**config.mk**
```make
export PLATFORM = sky130hd
export DESIGN_NAME = ldm_ctrl
export DESIGN_NICKNAME = d
export VERILOG_FILES = /design/src/ldm_pkg.sv /design/src/ldm_ctrl.sv
export VERILOG_INCLUDE_DIRS = /design/src /design/src/src
export SDC_FILE = /design/constraint.sdc
export NUM_CORES = 1
export LEC_CHECK = 0
export ABC_AREA = 1
export BUFFER_PORTS_ARGS = -buffer_cell sky130_fd_sc_hd__buf_4
export CAP_MARGIN = 20
export CELL_PAD_IN_SITES_DETAIL_PLACEMENT = 1
export CELL_PAD_IN_SITES_GLOBAL_PLACEMENT = 1
export CORE_ASPECT_RATIO = 1.2
export CORE_MARGIN = 3
export CORE_UTILIZATION = 45
export DETAILED_ROUTE_END_ITERATION = 8
export MAX_ROUTING_LAYER = met4
export PLACE_DENSITY = 0.88
export SLEW_MARGIN = 20
export SYNTH_ARGS = -nofsm -noshare
export SYNTH_HDL_FRONTEND = slang
export SYNTH_SLANG_ARGS = --single-unit
export TNS_END_PERCENT = 20
```
**constraint.sdc**
```tcl
create_clock -name REF_CLK_IN -period 6.75 [get_ports REF_CLK_IN]
set_input_delay 1.0125 -clock REF_CLK_IN [delete_from_list [all_inputs] [get_ports REF_CLK_IN]]
set_output_delay 1.0125 -clock REF_CLK_IN [all_outputs]
set_load 0.01 [all_outputs]
```
**src/ldm_defs.svh**
```systemverilog
// Constants for the LED driver diagnostic flags and functional mode controller
`ifndef LDM_DEFS_SVH
`define LDM_DEFS_SVH

// -----------------------------------------------------------------
// Register offsets
// -----------------------------------------------------------------
`define LDM_OFS_CTRL      7'h01
`define LDM_OFS_CFG1      7'h02
`define LDM_OFS_CFG2      7'h03
`define LDM_OFS_THR       7'h04
`define LDM_OFS_FDUR      7'h05
`define LDM_OFS_LED_FLT   7'h13
`define LDM_OFS_CHIP_FLT  7'h14
`define LDM_OFS_TON       7'h15

// -----------------------------------------------------------------
// Field positions and reset values
// -----------------------------------------------------------------
`define LDM_LF_OPEN       0
`define LDM_LF_SHORT      2
`define LDM_LF_OC         4
`define LDM_LF_MINT       6
`define LDM_LF_RUN        8
`define LDM_LF_PIN        10
`define LDM_CF_TW         0
`define LDM_CF_TSD        1
`define LDM_CF_SERR       2
`define LDM_CF_HWR        3
`define LDM_CF_FSO        4
`define LDM_THR_RST       8'hB3
`define LDM_MODE_OFF      3'h0
`define LDM_MODE_OTP      3'h1
`define LDM_MODE_FS2      3'h2
`define LDM_MODE_FS3      3'h3
`define LDM_MODE_FS4      3'h4
`define LDM_MODE_FS5      3'h5
`define LDM_MODE_SA6      3'h6

// -----------------------------------------------------------------
// Timing
// -----------------------------------------------------------------
`define LDM_CLK_NS        20
`define LDM_DEB_NS        200
`define LDM_TON_STEP_NS   200
`define LDM_OPEN_NS       50000
`define LDM_INIT_NS       150000
`define LDM_DEB_CYC       ((`LDM_DEB_NS + `LDM_CLK_NS - 1) / `LDM_CLK_NS)
`define LDM_TON_STEP_CYC  (`LDM_TON_STEP_NS / `LDM_CLK_NS)
`define LDM_OPEN_CYC      (`LDM_OPEN_NS / `LDM_CLK_NS)
`define LDM_INIT_CYC      (`LDM_INIT_NS / `LDM_CLK_NS)

`endif

```
**src/ldm_pkg.sv**
```systemverilog
// Types shared by the LED driver diagnostic and mode controller
package ldm_pkg;

   // Functional modes
   typedef enum logic [2:0] {
      LDM_RESET  = 3'h0,
      LDM_INIT   = 3'h1,
      LDM_NORMAL = 3'h2,
      LDM_FSO    = 3'h3,
      LDM_SA     = 3'h4
   } ldm_mode_t;

   // Control word, also the layout of the control register
   typedef struct packed {
      logic       pad;
      logic [1:0] oc_limit2;
      logic [1:0] oc_limit1;
      logic [2:0] failsafe_mode_select;
      logic [1:0] range2;
      logic [1:0] range1;
      logic [1:0] auto_recover;
      logic [1:0] buck_en;
   } ldm_ctrl_t;

   // Per-channel buck settings, also a register layout
   typedef struct packed {
      logic       pad;
      logic [4:0] off_time_code;
      logic [1:0] sense_range_code;
      logic [7:0] peak_threshold_code;
   } ldm_cfg_t;

   // Content of the one-time-programmable store
   typedef struct packed {
      logic      lock;
      ldm_ctrl_t ctrl;
      ldm_cfg_t  cfg1;
      ldm_cfg_t  cfg2;
   } ldm_otp_t;

   // Whole state of the controller
   typedef struct packed {
      ldm_mode_t       mode;
      logic [15:0]     init_cnt;
      ldm_ctrl_t       ctrl;
      ldm_cfg_t        cfg1;
      ldm_cfg_t        cfg2;
      logic [7:0]      thr;
      logic [8:0]      fdur;
      logic [1:0][6:0] trim;
      logic [2:0]      mode_latch;
      logic            en_hold;
      logic [1:0]      open_f;
      logic [1:0]      oc_f;
      logic [1:0]      mint_f;
      logic            tw_f;
      logic            tsd_f;
      logic            serr_f;
      logic            hwr_f;
      logic            fso_f;
      logic            tsd_act;
      logic [1:0]      tsd_blk;
      logic [1:0]      oc_lock;
      logic [1:0]      en_q;
      logic            rst_q;
      logic [1:0]      deb;
      logic [1:0][3:0] deb_cnt;
      logic [1:0][8:0] seq_cnt;
      logic [1:0]      sw_q;
      logic [1:0][11:0] ton_cnt;
      logic [1:0][7:0] ton;
      logic [1:0]      run;
      logic [1:0]      fix_toff;
      logic [1:0]      force_meas;
      logic [3:0][8:0] vled;
      logic [15:0]     rdata;
   } ldm_state_t;

endpackage : ldm_pkg

```
**src/ldm_ctrl.sv**
```systemverilog
// Diagnostic flags, buck gating and functional mode sequencing
`timescale 1ns/1ns
`include "ldm_defs.svh"
module ldm_ctrl
   import ldm_pkg::*;
#(
   parameter int INIT_CYCLES = `LDM_INIT_CYC
) (
   // Clock and power-on reset
   input  wire logic            REF_CLK_IN,
   input  wire logic            ARST_N_IN,
   // Reset pin from the microcontroller
   input  wire logic            RESET_PIN_N_IN,
   // Register access from the serial frame decoder
   input  wire logic            REG_WR_IN,
   input  wire logic            REG_RD_IN,
   input  wire logic [6:0]      REG_ADDR_IN,
   input  wire logic [15:0]     REG_WDATA_IN,
   input  wire logic            SPI_OK_IN,
   input  wire logic            SPI_ERR_IN,
   output logic [15:0]          REG_RDATA_OUT,
   // One-time-programmable store
   input  wire ldm_otp_t        OTP_IN,
   input  wire logic [1:0][6:0] SENSE_RANGE_SRC_IN,
   // Dimming inputs and analog detectors
   input  wire logic [1:0]      DIM_PIN_IN,
   input  wire logic [1:0]      SW_ON_IN,
   input  wire logic [1:0]      OC_DET_IN,
   input  wire logic [1:0]      SHORT_CMP_IN,
   input  wire logic [1:0]      MIN_TON_DET_IN,
   input  wire logic            TSD_CMP_IN,
   input  wire logic [7:0]      TEMP_IN,
   // Measurement sequencer
   input  wire logic            SEQ_END_IN,
   input  wire logic [3:0][7:0] VLED_RAW_IN,
   output logic [3:0][8:0]      VLED_OUT,
   output logic [1:0]           FORCE_MEAS_OUT,
   // Buck control
   output ldm_ctrl_t            CTRL_OUT,
   output ldm_cfg_t             CFG1_OUT,
   output ldm_cfg_t             CFG2_OUT,
   output logic [1:0][6:0]      TRIM_OUT,
   output logic [1:0]           BUCK_RUN_OUT,
   output logic [1:0]           FIXED_TOFF_OUT,
   output ldm_mode_t            MODE_OUT
);

   ldm_state_t s;
   ldm_state_t next_s;

   // -----------------------------------------------------------------
   // Combinational next state
   // -----------------------------------------------------------------

   logic       wr_blk;
   logic       wr_ok;
   logic       clr_ok;
   logic       rd13;
   logic       rd14;
   logic       rst_fall;
   logic       rst_rise;
   logic       tsd_end;
   logic       pins_ignored;
   logic [1:0] en_eff;
   logic [1:0] drive;
   logic [2:0] otp_md;

   // Write gating follows the latched mode, not the live field
   always_comb begin
      otp_md   = OTP_IN.ctrl.failsafe_mode_select;
      wr_blk   = ((s.mode == LDM_FSO) && ((s.mode_latch == `LDM_MODE_FS2) ||
                  (s.mode_latch == `LDM_MODE_FS4))) ||
                 ((s.mode == LDM_SA) && (s.mode_latch == `LDM_MODE_SA6));
      wr_ok    = REG_WR_IN && !wr_blk;
      clr_ok   = !wr_blk;
      rd13     = REG_RD_IN && (REG_ADDR_IN == `LDM_OFS_LED_FLT) && clr_ok;
      rd14     = REG_RD_IN && (REG_ADDR_IN == `LDM_OFS_CHIP_FLT) && clr_ok;
      rst_fall = s.rst_q && !RESET_PIN_N_IN;
      rst_rise = !s.rst_q && RESET_PIN_N_IN;
      tsd_end  = s.tsd_act && !TSD_CMP_IN && (TEMP_IN < s.thr);
      pins_ignored = (s.mode == LDM_FSO) || (s.mode == LDM_SA);
   end

   always_comb begin
      next_s = s;
      next_s.force_meas = 2'h0;
      next_s.rst_q = RESET_PIN_N_IN;

      // Register writes; OTP loads further down override them
      if (wr_ok) begin
         unique case (REG_ADDR_IN)
            `LDM_OFS_CTRL: next_s.ctrl = ldm_ctrl_t'(REG_WDATA_IN);
            `LDM_OFS_CFG1: next_s.cfg1 = ldm_cfg_t'(REG_WDATA_IN);
            `LDM_OFS_CFG2: next_s.cfg2 = ldm_cfg_t'(REG_WDATA_IN);
            `LDM_OFS_THR:  next_s.thr  = REG_WDATA_IN[7:0];
            `LDM_OFS_FDUR: next_s.fdur = REG_WDATA_IN[8:0];
            default: ;
         endcase
      end

      // In fail-safe modes 4 and 5, buck enables stay low after init until the first valid serial operation
      if (SPI_OK_IN) begin
         next_s.en_hold = 1'b0;
      end

      // Chip-level flags: a new event beats the read that clears it
      next_s.tw_f   = (TEMP_IN >= s.thr) || (s.tw_f && !rd14);
      next_s.tsd_f  = TSD_CMP_IN || (s.tsd_f && !rd14);
      next_s.serr_f = SPI_ERR_IN || (s.serr_f && !rd14);
      next_s.hwr_f  = s.hwr_f && !rd14;
      next_s.fso_f  = s.fso_f && !rd14;
      if (TSD_CMP_IN) begin
         next_s.tsd_act = 1'b1;
      end else if (tsd_end) begin
         next_s.tsd_act = 1'b0;
      end

      // Per-channel diagnostics and gating
      for (int i = 0; i < 2; i++) begin
         // Debounce: a level must hold for the full window to pass
         if (DIM_PIN_IN[i] != s.deb[i]) begin
            if (s.deb_cnt[i] == 4'(`LDM_DEB_CYC - 1)) begin
               next_s.deb[i] = DIM_PIN_IN[i];
               next_s.deb_cnt[i] = 4'h0;
            end else begin
               next_s.deb_cnt[i] = s.deb_cnt[i] + 4'h1;
            end
         end else begin
            next_s.deb_cnt[i] = 4'h0;
         end

         // Forced measurement after programmed sequences without an edge
         if (next_s.deb[i] != s.deb[i]) begin
            next_s.seq_cnt[i] = 9'h000;
         end else if (SEQ_END_IN && (s.fdur != 9'h000)) begin
            if ((s.seq_cnt[i] + 9'h001) >= s.fdur) begin
               next_s.force_meas[i] = 1'b1;
               next_s.seq_cnt[i] = 9'h000;
            end else begin
               next_s.seq_cnt[i] = s.seq_cnt[i] + 9'h001;
            end
         end

         // Thermal shutdown block and its release
         en_eff[i] = s.ctrl.buck_en[i] && !s.en_hold;
         next_s.en_q[i] = en_eff[i];
         if (TSD_CMP_IN) begin
            next_s.tsd_blk[i] = 1'b1;
         end else if (tsd_end && s.ctrl.auto_recover[i]) begin
            next_s.tsd_blk[i] = 1'b0;
         end else if (!s.tsd_act && en_eff[i] && !s.en_q[i]) begin
            next_s.tsd_blk[i] = 1'b0;
         end

         // Overcurrent lock held until the flag is read
         next_s.oc_f[i]    = OC_DET_IN[i] || (s.oc_f[i] && !rd13);
         next_s.oc_lock[i] = OC_DET_IN[i] || (s.oc_lock[i] && !rd13);
         next_s.mint_f[i]  = MIN_TON_DET_IN[i] || (s.mint_f[i] && !rd13);

         // Output drive; pins have no say in fail-safe or stand-alone
         drive[i] = en_eff[i] && !s.tsd_blk[i] && !s.tsd_act && !s.oc_lock[i] &&
                    (pins_ignored || s.deb[i]) &&
                    ((s.mode == LDM_NORMAL) || pins_ignored);
         next_s.run[i] = drive[i] && !OC_DET_IN[i] && !TSD_CMP_IN;
         next_s.fix_toff[i] = SHORT_CMP_IN[i] && s.run[i];

         // On-time: count while the switch is on, capture at its end
         next_s.sw_q[i] = SW_ON_IN[i] && s.run[i];
         if (SW_ON_IN[i] && s.run[i]) begin
            if (s.ton_cnt[i] < 12'(`LDM_OPEN_CYC)) begin
               next_s.ton_cnt[i] = s.ton_cnt[i] + 12'h001;
            end
         end else if (s.sw_q[i]) begin
            next_s.ton[i] = 8'(s.ton_cnt[i] / 12'(`LDM_TON_STEP_CYC));
            next_s.ton_cnt[i] = 12'h000;
         end
         // Overflow flags an open string but never stops the buck
         next_s.open_f[i] = (s.ton_cnt[i] == 12'(`LDM_OPEN_CYC - 1)) ||
                            (s.open_f[i] && !rd13);
      end

      // Functional mode sequencing
      unique case (s.mode)
         LDM_RESET: begin
            next_s = '0;
            next_s.thr   = `LDM_THR_RST;
            next_s.hwr_f = s.hwr_f;
            next_s.rst_q = RESET_PIN_N_IN;
            next_s.mode  = LDM_INIT;
         end
         LDM_INIT: begin
            next_s.init_cnt = s.init_cnt + 16'h0001;
            if (s.init_cnt == 16'(INIT_CYCLES - 1)) begin
               next_s.mode = LDM_NORMAL;
               if (OTP_IN.lock) begin
                  next_s.ctrl.failsafe_mode_select = otp_md;
                  if (otp_md[2:1] == 2'h3) begin
                     next_s.mode = LDM_SA;
                  end
                  if ((otp_md == `LDM_MODE_OTP) || (otp_md[2] == 1'b1)) begin
                     next_s.ctrl = OTP_IN.ctrl;
                     next_s.cfg1 = OTP_IN.cfg1;
                     next_s.cfg2 = OTP_IN.cfg2;
                  end
                  if ((otp_md == `LDM_MODE_FS4) || (otp_md == `LDM_MODE_FS5)) begin
                     next_s.en_hold = 1'b1;
                  end
                  if (otp_md[2:1] == 2'h3) begin
                     next_s.trim = SENSE_RANGE_SRC_IN;
                     next_s.mode_latch = otp_md;
                     next_s.fso_f = 1'b1;
                  end
               end
            end
         end
         LDM_NORMAL: begin
            if (rst_fall) begin
               if (OTP_IN.lock && (s.ctrl.failsafe_mode_select >= `LDM_MODE_FS2) &&
                   (s.ctrl.failsafe_mode_select < `LDM_MODE_SA6)) begin
                  next_s.mode = LDM_FSO;
                  next_s.ctrl = OTP_IN.ctrl;
                  next_s.cfg1 = OTP_IN.cfg1;
                  next_s.cfg2 = OTP_IN.cfg2;
                  next_s.trim = SENSE_RANGE_SRC_IN;
                  next_s.mode_latch = otp_md;
                  next_s.fso_f = 1'b1;
                  next_s.en_hold = 1'b0;
               end else begin
                  next_s.mode = LDM_RESET;
               end
            end
         end
         LDM_FSO: begin
            // Reset pin only exits here; it never resets the device
            if (rst_rise) begin
               next_s.mode = LDM_NORMAL;
               next_s.mode_latch = 3'h0;
            end else if (wr_ok && (REG_ADDR_IN == `LDM_OFS_CTRL) &&
                         ((s.mode_latch == `LDM_MODE_FS3) ||
                          (s.mode_latch == `LDM_MODE_FS5)) &&
                         (REG_WDATA_IN[10:9] == 2'h0)) begin
               next_s.mode = LDM_NORMAL;
               next_s.mode_latch = 3'h0;
            end
         end
         LDM_SA: begin
            if (rst_fall) begin
               next_s.mode = LDM_RESET;
            end
         end
         default: begin
            next_s.mode = LDM_RESET;
         end
      endcase

      // Results with odd parity; after the mode case so a soft reset never leaves bad parity
      for (int k = 0; k < 4; k++) begin
         next_s.vled[k] = {~^VLED_RAW_IN[k], VLED_RAW_IN[k]};
      end

      // Read mux, registered for the frame encoder
      next_s.rdata = 16'h0000;
      if (REG_RD_IN) begin
         unique case (REG_ADDR_IN)
            `LDM_OFS_CTRL:  next_s.rdata = 16'(s.ctrl);
            `LDM_OFS_CFG1:  next_s.rdata = 16'(s.cfg1);
            `LDM_OFS_CFG2:  next_s.rdata = 16'(s.cfg2);
            `LDM_OFS_THR:   next_s.rdata = {8'h00, s.thr};
            `LDM_OFS_FDUR:  next_s.rdata = {7'h00, s.fdur};
            `LDM_OFS_LED_FLT: begin
               next_s.rdata[`LDM_LF_OPEN +: 2]  = s.open_f;
               next_s.rdata[`LDM_LF_SHORT +: 2] = SHORT_CMP_IN;
               next_s.rdata[`LDM_LF_OC +: 2]    = s.oc_f;
               next_s.rdata[`LDM_LF_MINT +: 2]  = s.mint_f;
               next_s.rdata[`LDM_LF_RUN +: 2]   = s.run;
               next_s.rdata[`LDM_LF_PIN +: 2]   = s.deb;
            end
            `LDM_OFS_CHIP_FLT: begin
               next_s.rdata[`LDM_CF_TW]   = s.tw_f;
               next_s.rdata[`LDM_CF_TSD]  = s.tsd_f;
               next_s.rdata[`LDM_CF_SERR] = s.serr_f;
               next_s.rdata[`LDM_CF_HWR]  = s.hwr_f;
               next_s.rdata[`LDM_CF_FSO]  = s.fso_f;
            end
            `LDM_OFS_TON:   next_s.rdata = {s.ton[1], s.ton[0]};
            default:        next_s.rdata = 16'h0000;
         endcase
      end
   end

   // -----------------------------------------------------------------
   // State register
   // -----------------------------------------------------------------

   // Power-on reset: only constants, hardware reset flag comes up set
   always_ff @(posedge REF_CLK_IN or negedge ARST_N_IN) begin
      if (!ARST_N_IN) begin
         s       <= '0;
         s.thr   <= `LDM_THR_RST;
         s.hwr_f <= 1'b1;
         s.mode  <= LDM_RESET;
      end else begin
         s <= next_s;
      end
   end

   // -----------------------------------------------------------------
   // Outputs
   // -----------------------------------------------------------------

   // All outputs come straight from the state register
   assign REG_RDATA_OUT  = s.rdata;
   assign VLED_OUT       = s.vled;
   assign FORCE_MEAS_OUT = s.force_meas;
   assign CTRL_OUT       = s.ctrl;
   assign CFG1_OUT       = s.cfg1;
   assign CFG2_OUT       = s.cfg2;
   assign TRIM_OUT       = s.trim;
   assign BUCK_RUN_OUT   = s.run;
   assign FIXED_TOFF_OUT = s.fix_toff;
   assign MODE_OUT       = s.mode;

endmodule : ldm_ctrl

```
Word level (Yosys, flattened, before mapping):

Index checks and enable logic that the tools add are counted.

* div/mod/pow operators: 2
* mux-type cells: 85
* equality and inequality tests: 41
* magnitude comparators: 8
* add/sub/neg operators: 7
* reduce and logical (&&, ||, !) cells: 123

Operators by type and width (number)
* 48-bit 2-to-1 mux: 5
* 48-bit case mux with 3 select lines: 1
* 136-bit 2-to-1 mux: 1
* 12-bit 2-to-1 mux: 6
* 18-bit 2-to-1 mux: 4
* 65-bit 2-to-1 mux: 1
* 16-bit 2-to-1 mux: 4
* 9-bit 2-to-1 mux: 7
* 1-bit logical AND: 56
* 7-bit case mux with 7 select lines: 1
* 14-bit case mux with 3 select lines: 1
* 8-bit 2-to-1 mux: 5
* 5-bit case mux with 8 select lines: 1
* 17-bit 2-to-1 mux: 2
* 16-bit case mux with 2 select lines: 1
* 8-bit XNOR reduction: 4
* 3-bit 2-to-1 mux: 9
* 1-bit 2-to-1 mux: 25
* 12-bit by 1-bit adder with 12-bit output, second input constant: 2
* 12-bit by 4-bit divider with 12-bit output, second input constant: 2
* 12-bit equality test, second input constant: 2
* 12-bit < comparator, second input constant: 2
* 7-bit by 5-bit equality test with 1-bit output, second input constant: 3
* 1-bit logical OR: 20
* other kinds (40): 101

* output and inout bits: 123
* input port bits: 145
* word-level logic and storage cells: 322
* register bits after elaboration: 249

Depth between registers and ports, before layout:

* depth in word-level cells: 12
* gate-level depth with buffers: 40
* depth with buffers taken out: 40

Worst setup path after synthesis:

OpenSTA, ideal clock, no wires.

* path kind: in2reg
* start point: in REG_ADDR_IN[5]
* end point: reg s (netlist bit CFG1_OUT[5])
* path slack: 3464 ps
* stages: 9
* library setup time: 120 ps
* arrival: 3166 ps
* data required time: 6630 ps
* path through: nor3_1 inv_1 nor4_1 inv_1 a21oi_1 nand2_1 o21ai_0 a21oi_1 a31o_2

RTL lines
* from (decl): RTL line ldm_ctrl.sv:17 `input wire logic [6:0] REG_ADDR_IN,`
* to (signal assigned): RTL line ldm_ctrl.sv:303 `s <= next_s;`
* to (decl): RTL line ldm_ctrl.sv:48 `ldm_state_t s;`

==> flow_summary.ini <==
[drt]
firstDrtPassIters = 5
drt-initial-drc-count = 915
ant_nets = 0
drcViolationCount = 0
vias_per_cell = 5.68
wl_per_cell_um = 20.8
dr_total_vias = 13200
drt_wl_total_um = 48100

[synth]
synth-seq-area-share_pct = 43.4
dominantRegCellSynth = dfrtp_1
synthArstFlopShare_pct = 100
synth-seq-cells = 249
synth_nets = 1932
syn-instance-count = 1748
synthesis.area_sq_um = 14400
synthDistinctLibCells = 53
synth_edf_count = 0
ys_warn_count = 0
syn_avg_cell_area_sq_um = 8.22

[outcome]
status = completed

[power_and_ir_drop]
pwr-share-seq_pct = 38.8
total_power_mw = 4.38
pwr_density_cell_nw_per_um2 = 261
leakage_nw = 8.34
switching_share_pct = 35.2
irDropWorstVdd_mv = 0.175
p_int_mw = 2.84
p_sw_mw = 1.54
pwr-share-comb_pct = 26.9
clkPwrFrac_pct = 34.4

[floorplan]
row_count = 71
die_area_sq_um = 34100
die_w_um = 169
core_sq_um = 31400
start_util_pct = 45.7
io_pins = 268
fp.dieH_um = 202

[sta]
tns_ns = 0
relSlewSlack_pct = 33.4
rsz0062_at_grt = false
drv_slew = 0
worst-slew-pin-transition_ns = 0.995
fmax_mhz = 223
finalSetupViolations = 0
period_share_pct = 66.5
hold_viol = 0
skew_ns = 0.0402
layout_min_cycle_time_ns = 4.49

[clock_network]
cts_root_buffer = clkbuf_16
cts_setup_buffers = 0
numCtsBuffers = 28
cts.path.max_buffers = 3
cts_num_sinks = 249
insertion_delay_ns = 0.57
ctsHtreeMaxLevel = 1
cts_tree = built
cts_resized = 0
postCtsHoldBufs = 0
clkTransAtPathRegs_ns = 0.06

[layout]
area_delta_synth_final_pct = 16.9
drive_above_1_share_pct = 22.0
fin_nets = 2076

[worst_setup_path]
crit_type = primary input to flip-flop
critPathSlowestCell = nor2_1
critical_path_required_ns = 7.21
path_depth = 10
cp.arrival_ns = 4.95
cp-start-kind = primary input
reg2reg_slack_ns = 2.83
endpoint_kind = flip-flop
cp_max_fo = 19
crit_top_cell = a21oi_1
worst_r2r_path_depth = 10
worstPathCellList = buf_4 > nor3_1 > nand3_1 > nor2_1 > inv_1 > a21oi_1 > nand2_1 > o21ai_0 > a21oi_1 > a31o_2
critical_path.top_delay_family = simple AND/OR/NAND/NOR gates
max_stage_delay_ns = 0.80
cp_num_buf_inv = 2

[placed_design]
numPortBuffers = 267
hpwl_um = 36500
place_congestion = 0.945

[grt]
grt_pass1_vias = 13800
grt_max_degree = 161
grt_pass1_wl_um = 75000
track_usage_pct = 28.2
antenna_found_initial = 1
grt-ovfl-total = 0

[min_path]
hold_path_class = primary input to asynchronous set/reset pin

[run]
drv_cap = 0
layout by cell type, fill, tap and decap left out, drive strengths merged, types with 7 or more instances in the layout:
cell type / Yosys / final
a21oi: 97 / 97
a221oi: 14 / 14
a31o: 13 / 13
a31oi: 15 / 15
a32o: 15 / 15
buf: 123 / 277
clkbuf: 39 / 44
dfrtp: 243 / 243
ha: 39 / 39
inv: 252 / 252
nand2: 311 / 311
nand3: 139 / 139
nand4: 14 / 14
nor2: 100 / 100
nor3: 34 / 34
nor4: 16 / 16
o21ai: 140 / 140
o22ai: 36 / 36
o31ai: 9 / 9
o32ai: 7 / 7
xnor2: 24 / 24
xor2: 26 / 26
final timing paths:
kind                                    startpoint               endpoint
hold / removal                           ARST_N_IN  VLED_OUT[0]$_DFF_PN0_
min in group REF_CLK_IN           s[147]$_DFF_PN0_       s[130]$_DFF_PN0_
hold reg to reg                   s[147]$_DFF_PN0_       s[130]$_DFF_PN0_
setup / recovery                    REG_ADDR_IN[5]  CFG1_OUT[5]$_DFF_PN0_
max in group asynchronous                ARST_N_IN       s[122]$_DFF_PN0_
setup reg to reg           MODE_OUT[2]$_DFFE_PN0P_      s[84]$_DFFE_PN0P_
state kept, by name (all words and copies together) (netlist names):
register,count
BUCK_RUN_OUT,2
CFG1_OUT,16
CFG2_OUT,16
CTRL_OUT,16
FIXED_TOFF_OUT,2
FORCE_MEAS_OUT,2
MODE_OUT,3
REG_RDATA_OUT,16
TRIM_OUT,14
VLED_OUT,36
s,126
kinds of logic after synthesis:
kind of cell    after synthesis  share of synthesized area (%)
simple gates                623                           20.2
buf+inv                     416                           14.3
compound gates              369                           15.5
flops                       249                           43.4
xor+xnor                     50                           3.05
fa+ha+maj                    39                           3.40
mux                           2                          0.139
cell usage after synthesis (3+ instances only):
| cell | n | area share, % |
|---|---|---|
| o211ai_1 | 5 | 0.26 |
| nor4_1 | 16 | 0.70 |
| dfrtp_1 | 243 | 42 |
| nand4_1 | 14 | 0.61 |
| o31ai_1 | 9 | 0.47 |
| xnor2_1 | 24 | 1.5 |
| o32ai_1 | 7 | 0.43 |
| o21ai_1 | 5 | 0.17 |
| xor2_1 | 26 | 1.6 |
| o21ai_0 | 134 | 4.7 |
| nor3_1 | 34 | 1.2 |
| o41ai_1 | 3 | 0.18 |
| nand3_1 | 126 | 4.4 |
| a21oi_1 | 96 | 3.3 |
| nand2_4 | 12 | 0.94 |
| nand2_1 | 266 | 6.9 |
| a31oi_1 | 14 | 0.61 |
| a32o_1 | 15 | 1.0 |
| nand3_2 | 13 | 0.91 |
| inv_1 | 240 | 6.3 |
| nor3b_1 | 3 | 0.16 |
| nand3b_1 | 3 | 0.16 |
| nand2_2 | 33 | 1.4 |
| nor2_1 | 98 | 2.6 |
| ha_1 | 39 | 3.4 |
| a31o_2 | 13 | 0.79 |
| buf_4 | 123 | 6.4 |
| a221oi_1 | 14 | 0.85 |
| clkbuf_1 | 39 | 1.0 |
| dfstp_2 | 6 | 1.1 |
| o22ai_1 | 36 | 1.6 |
| inv_2 | 11 | 0.29 |
power by group through the flow:
stage	Sequential (mW)	Combinational (mW)	Clock, mW
4_1_cts	1.70	1.16	1.52
5_1_grt	1.71	1.30	1.59
6_report	1.70	1.18	1.50
3_3_place_gp	1.71	1.09	0
2_1_floorplan	1.69	0.749	0
3_5_place_dp	1.72	1.15	0
through the flow:
stage	setup slack (ns)	area [sq um]	util, %	hold WS (ns)	cells
2_1_floorplan	3.46	14400	-	0.408	1748
4_1_cts	2.23	16800	53.4	0.448	2314
6_report	2.26	16800	53.4	0.418	2315
3_3_place_gp	2.25	15900	50.5	0.418	2263
3_5_place_dp	1.86	15900	50.5	0.432	2263
5_1_grt	2.02	16800	53.4	0.473	2315
cell type report:
class / count / area, sq um
sequential: 249 / 6240
clock inverter: 7 / 73.8
timing repair buffer: 277 / 2100
clock buffer: 44 / 821
tap: 401 / 502
inverter: 253 / 953
fill: 3816 / 14600
multi-input combinational: 1083 / 6110
antenna: 1 / 2.50
metal layers:
metal / up-vias / GRT usage (%) / part of all wire [%]
met3: 160 / 4.79 / 7.1
met4: 0 / 11.3 / 4.9
li1: 6006 / - / -
met1: 6435 / 32.6 / 38
met5: - / - / 0
met2: 553 / 48.8 / 50
(Power assumes the default switching activity.)
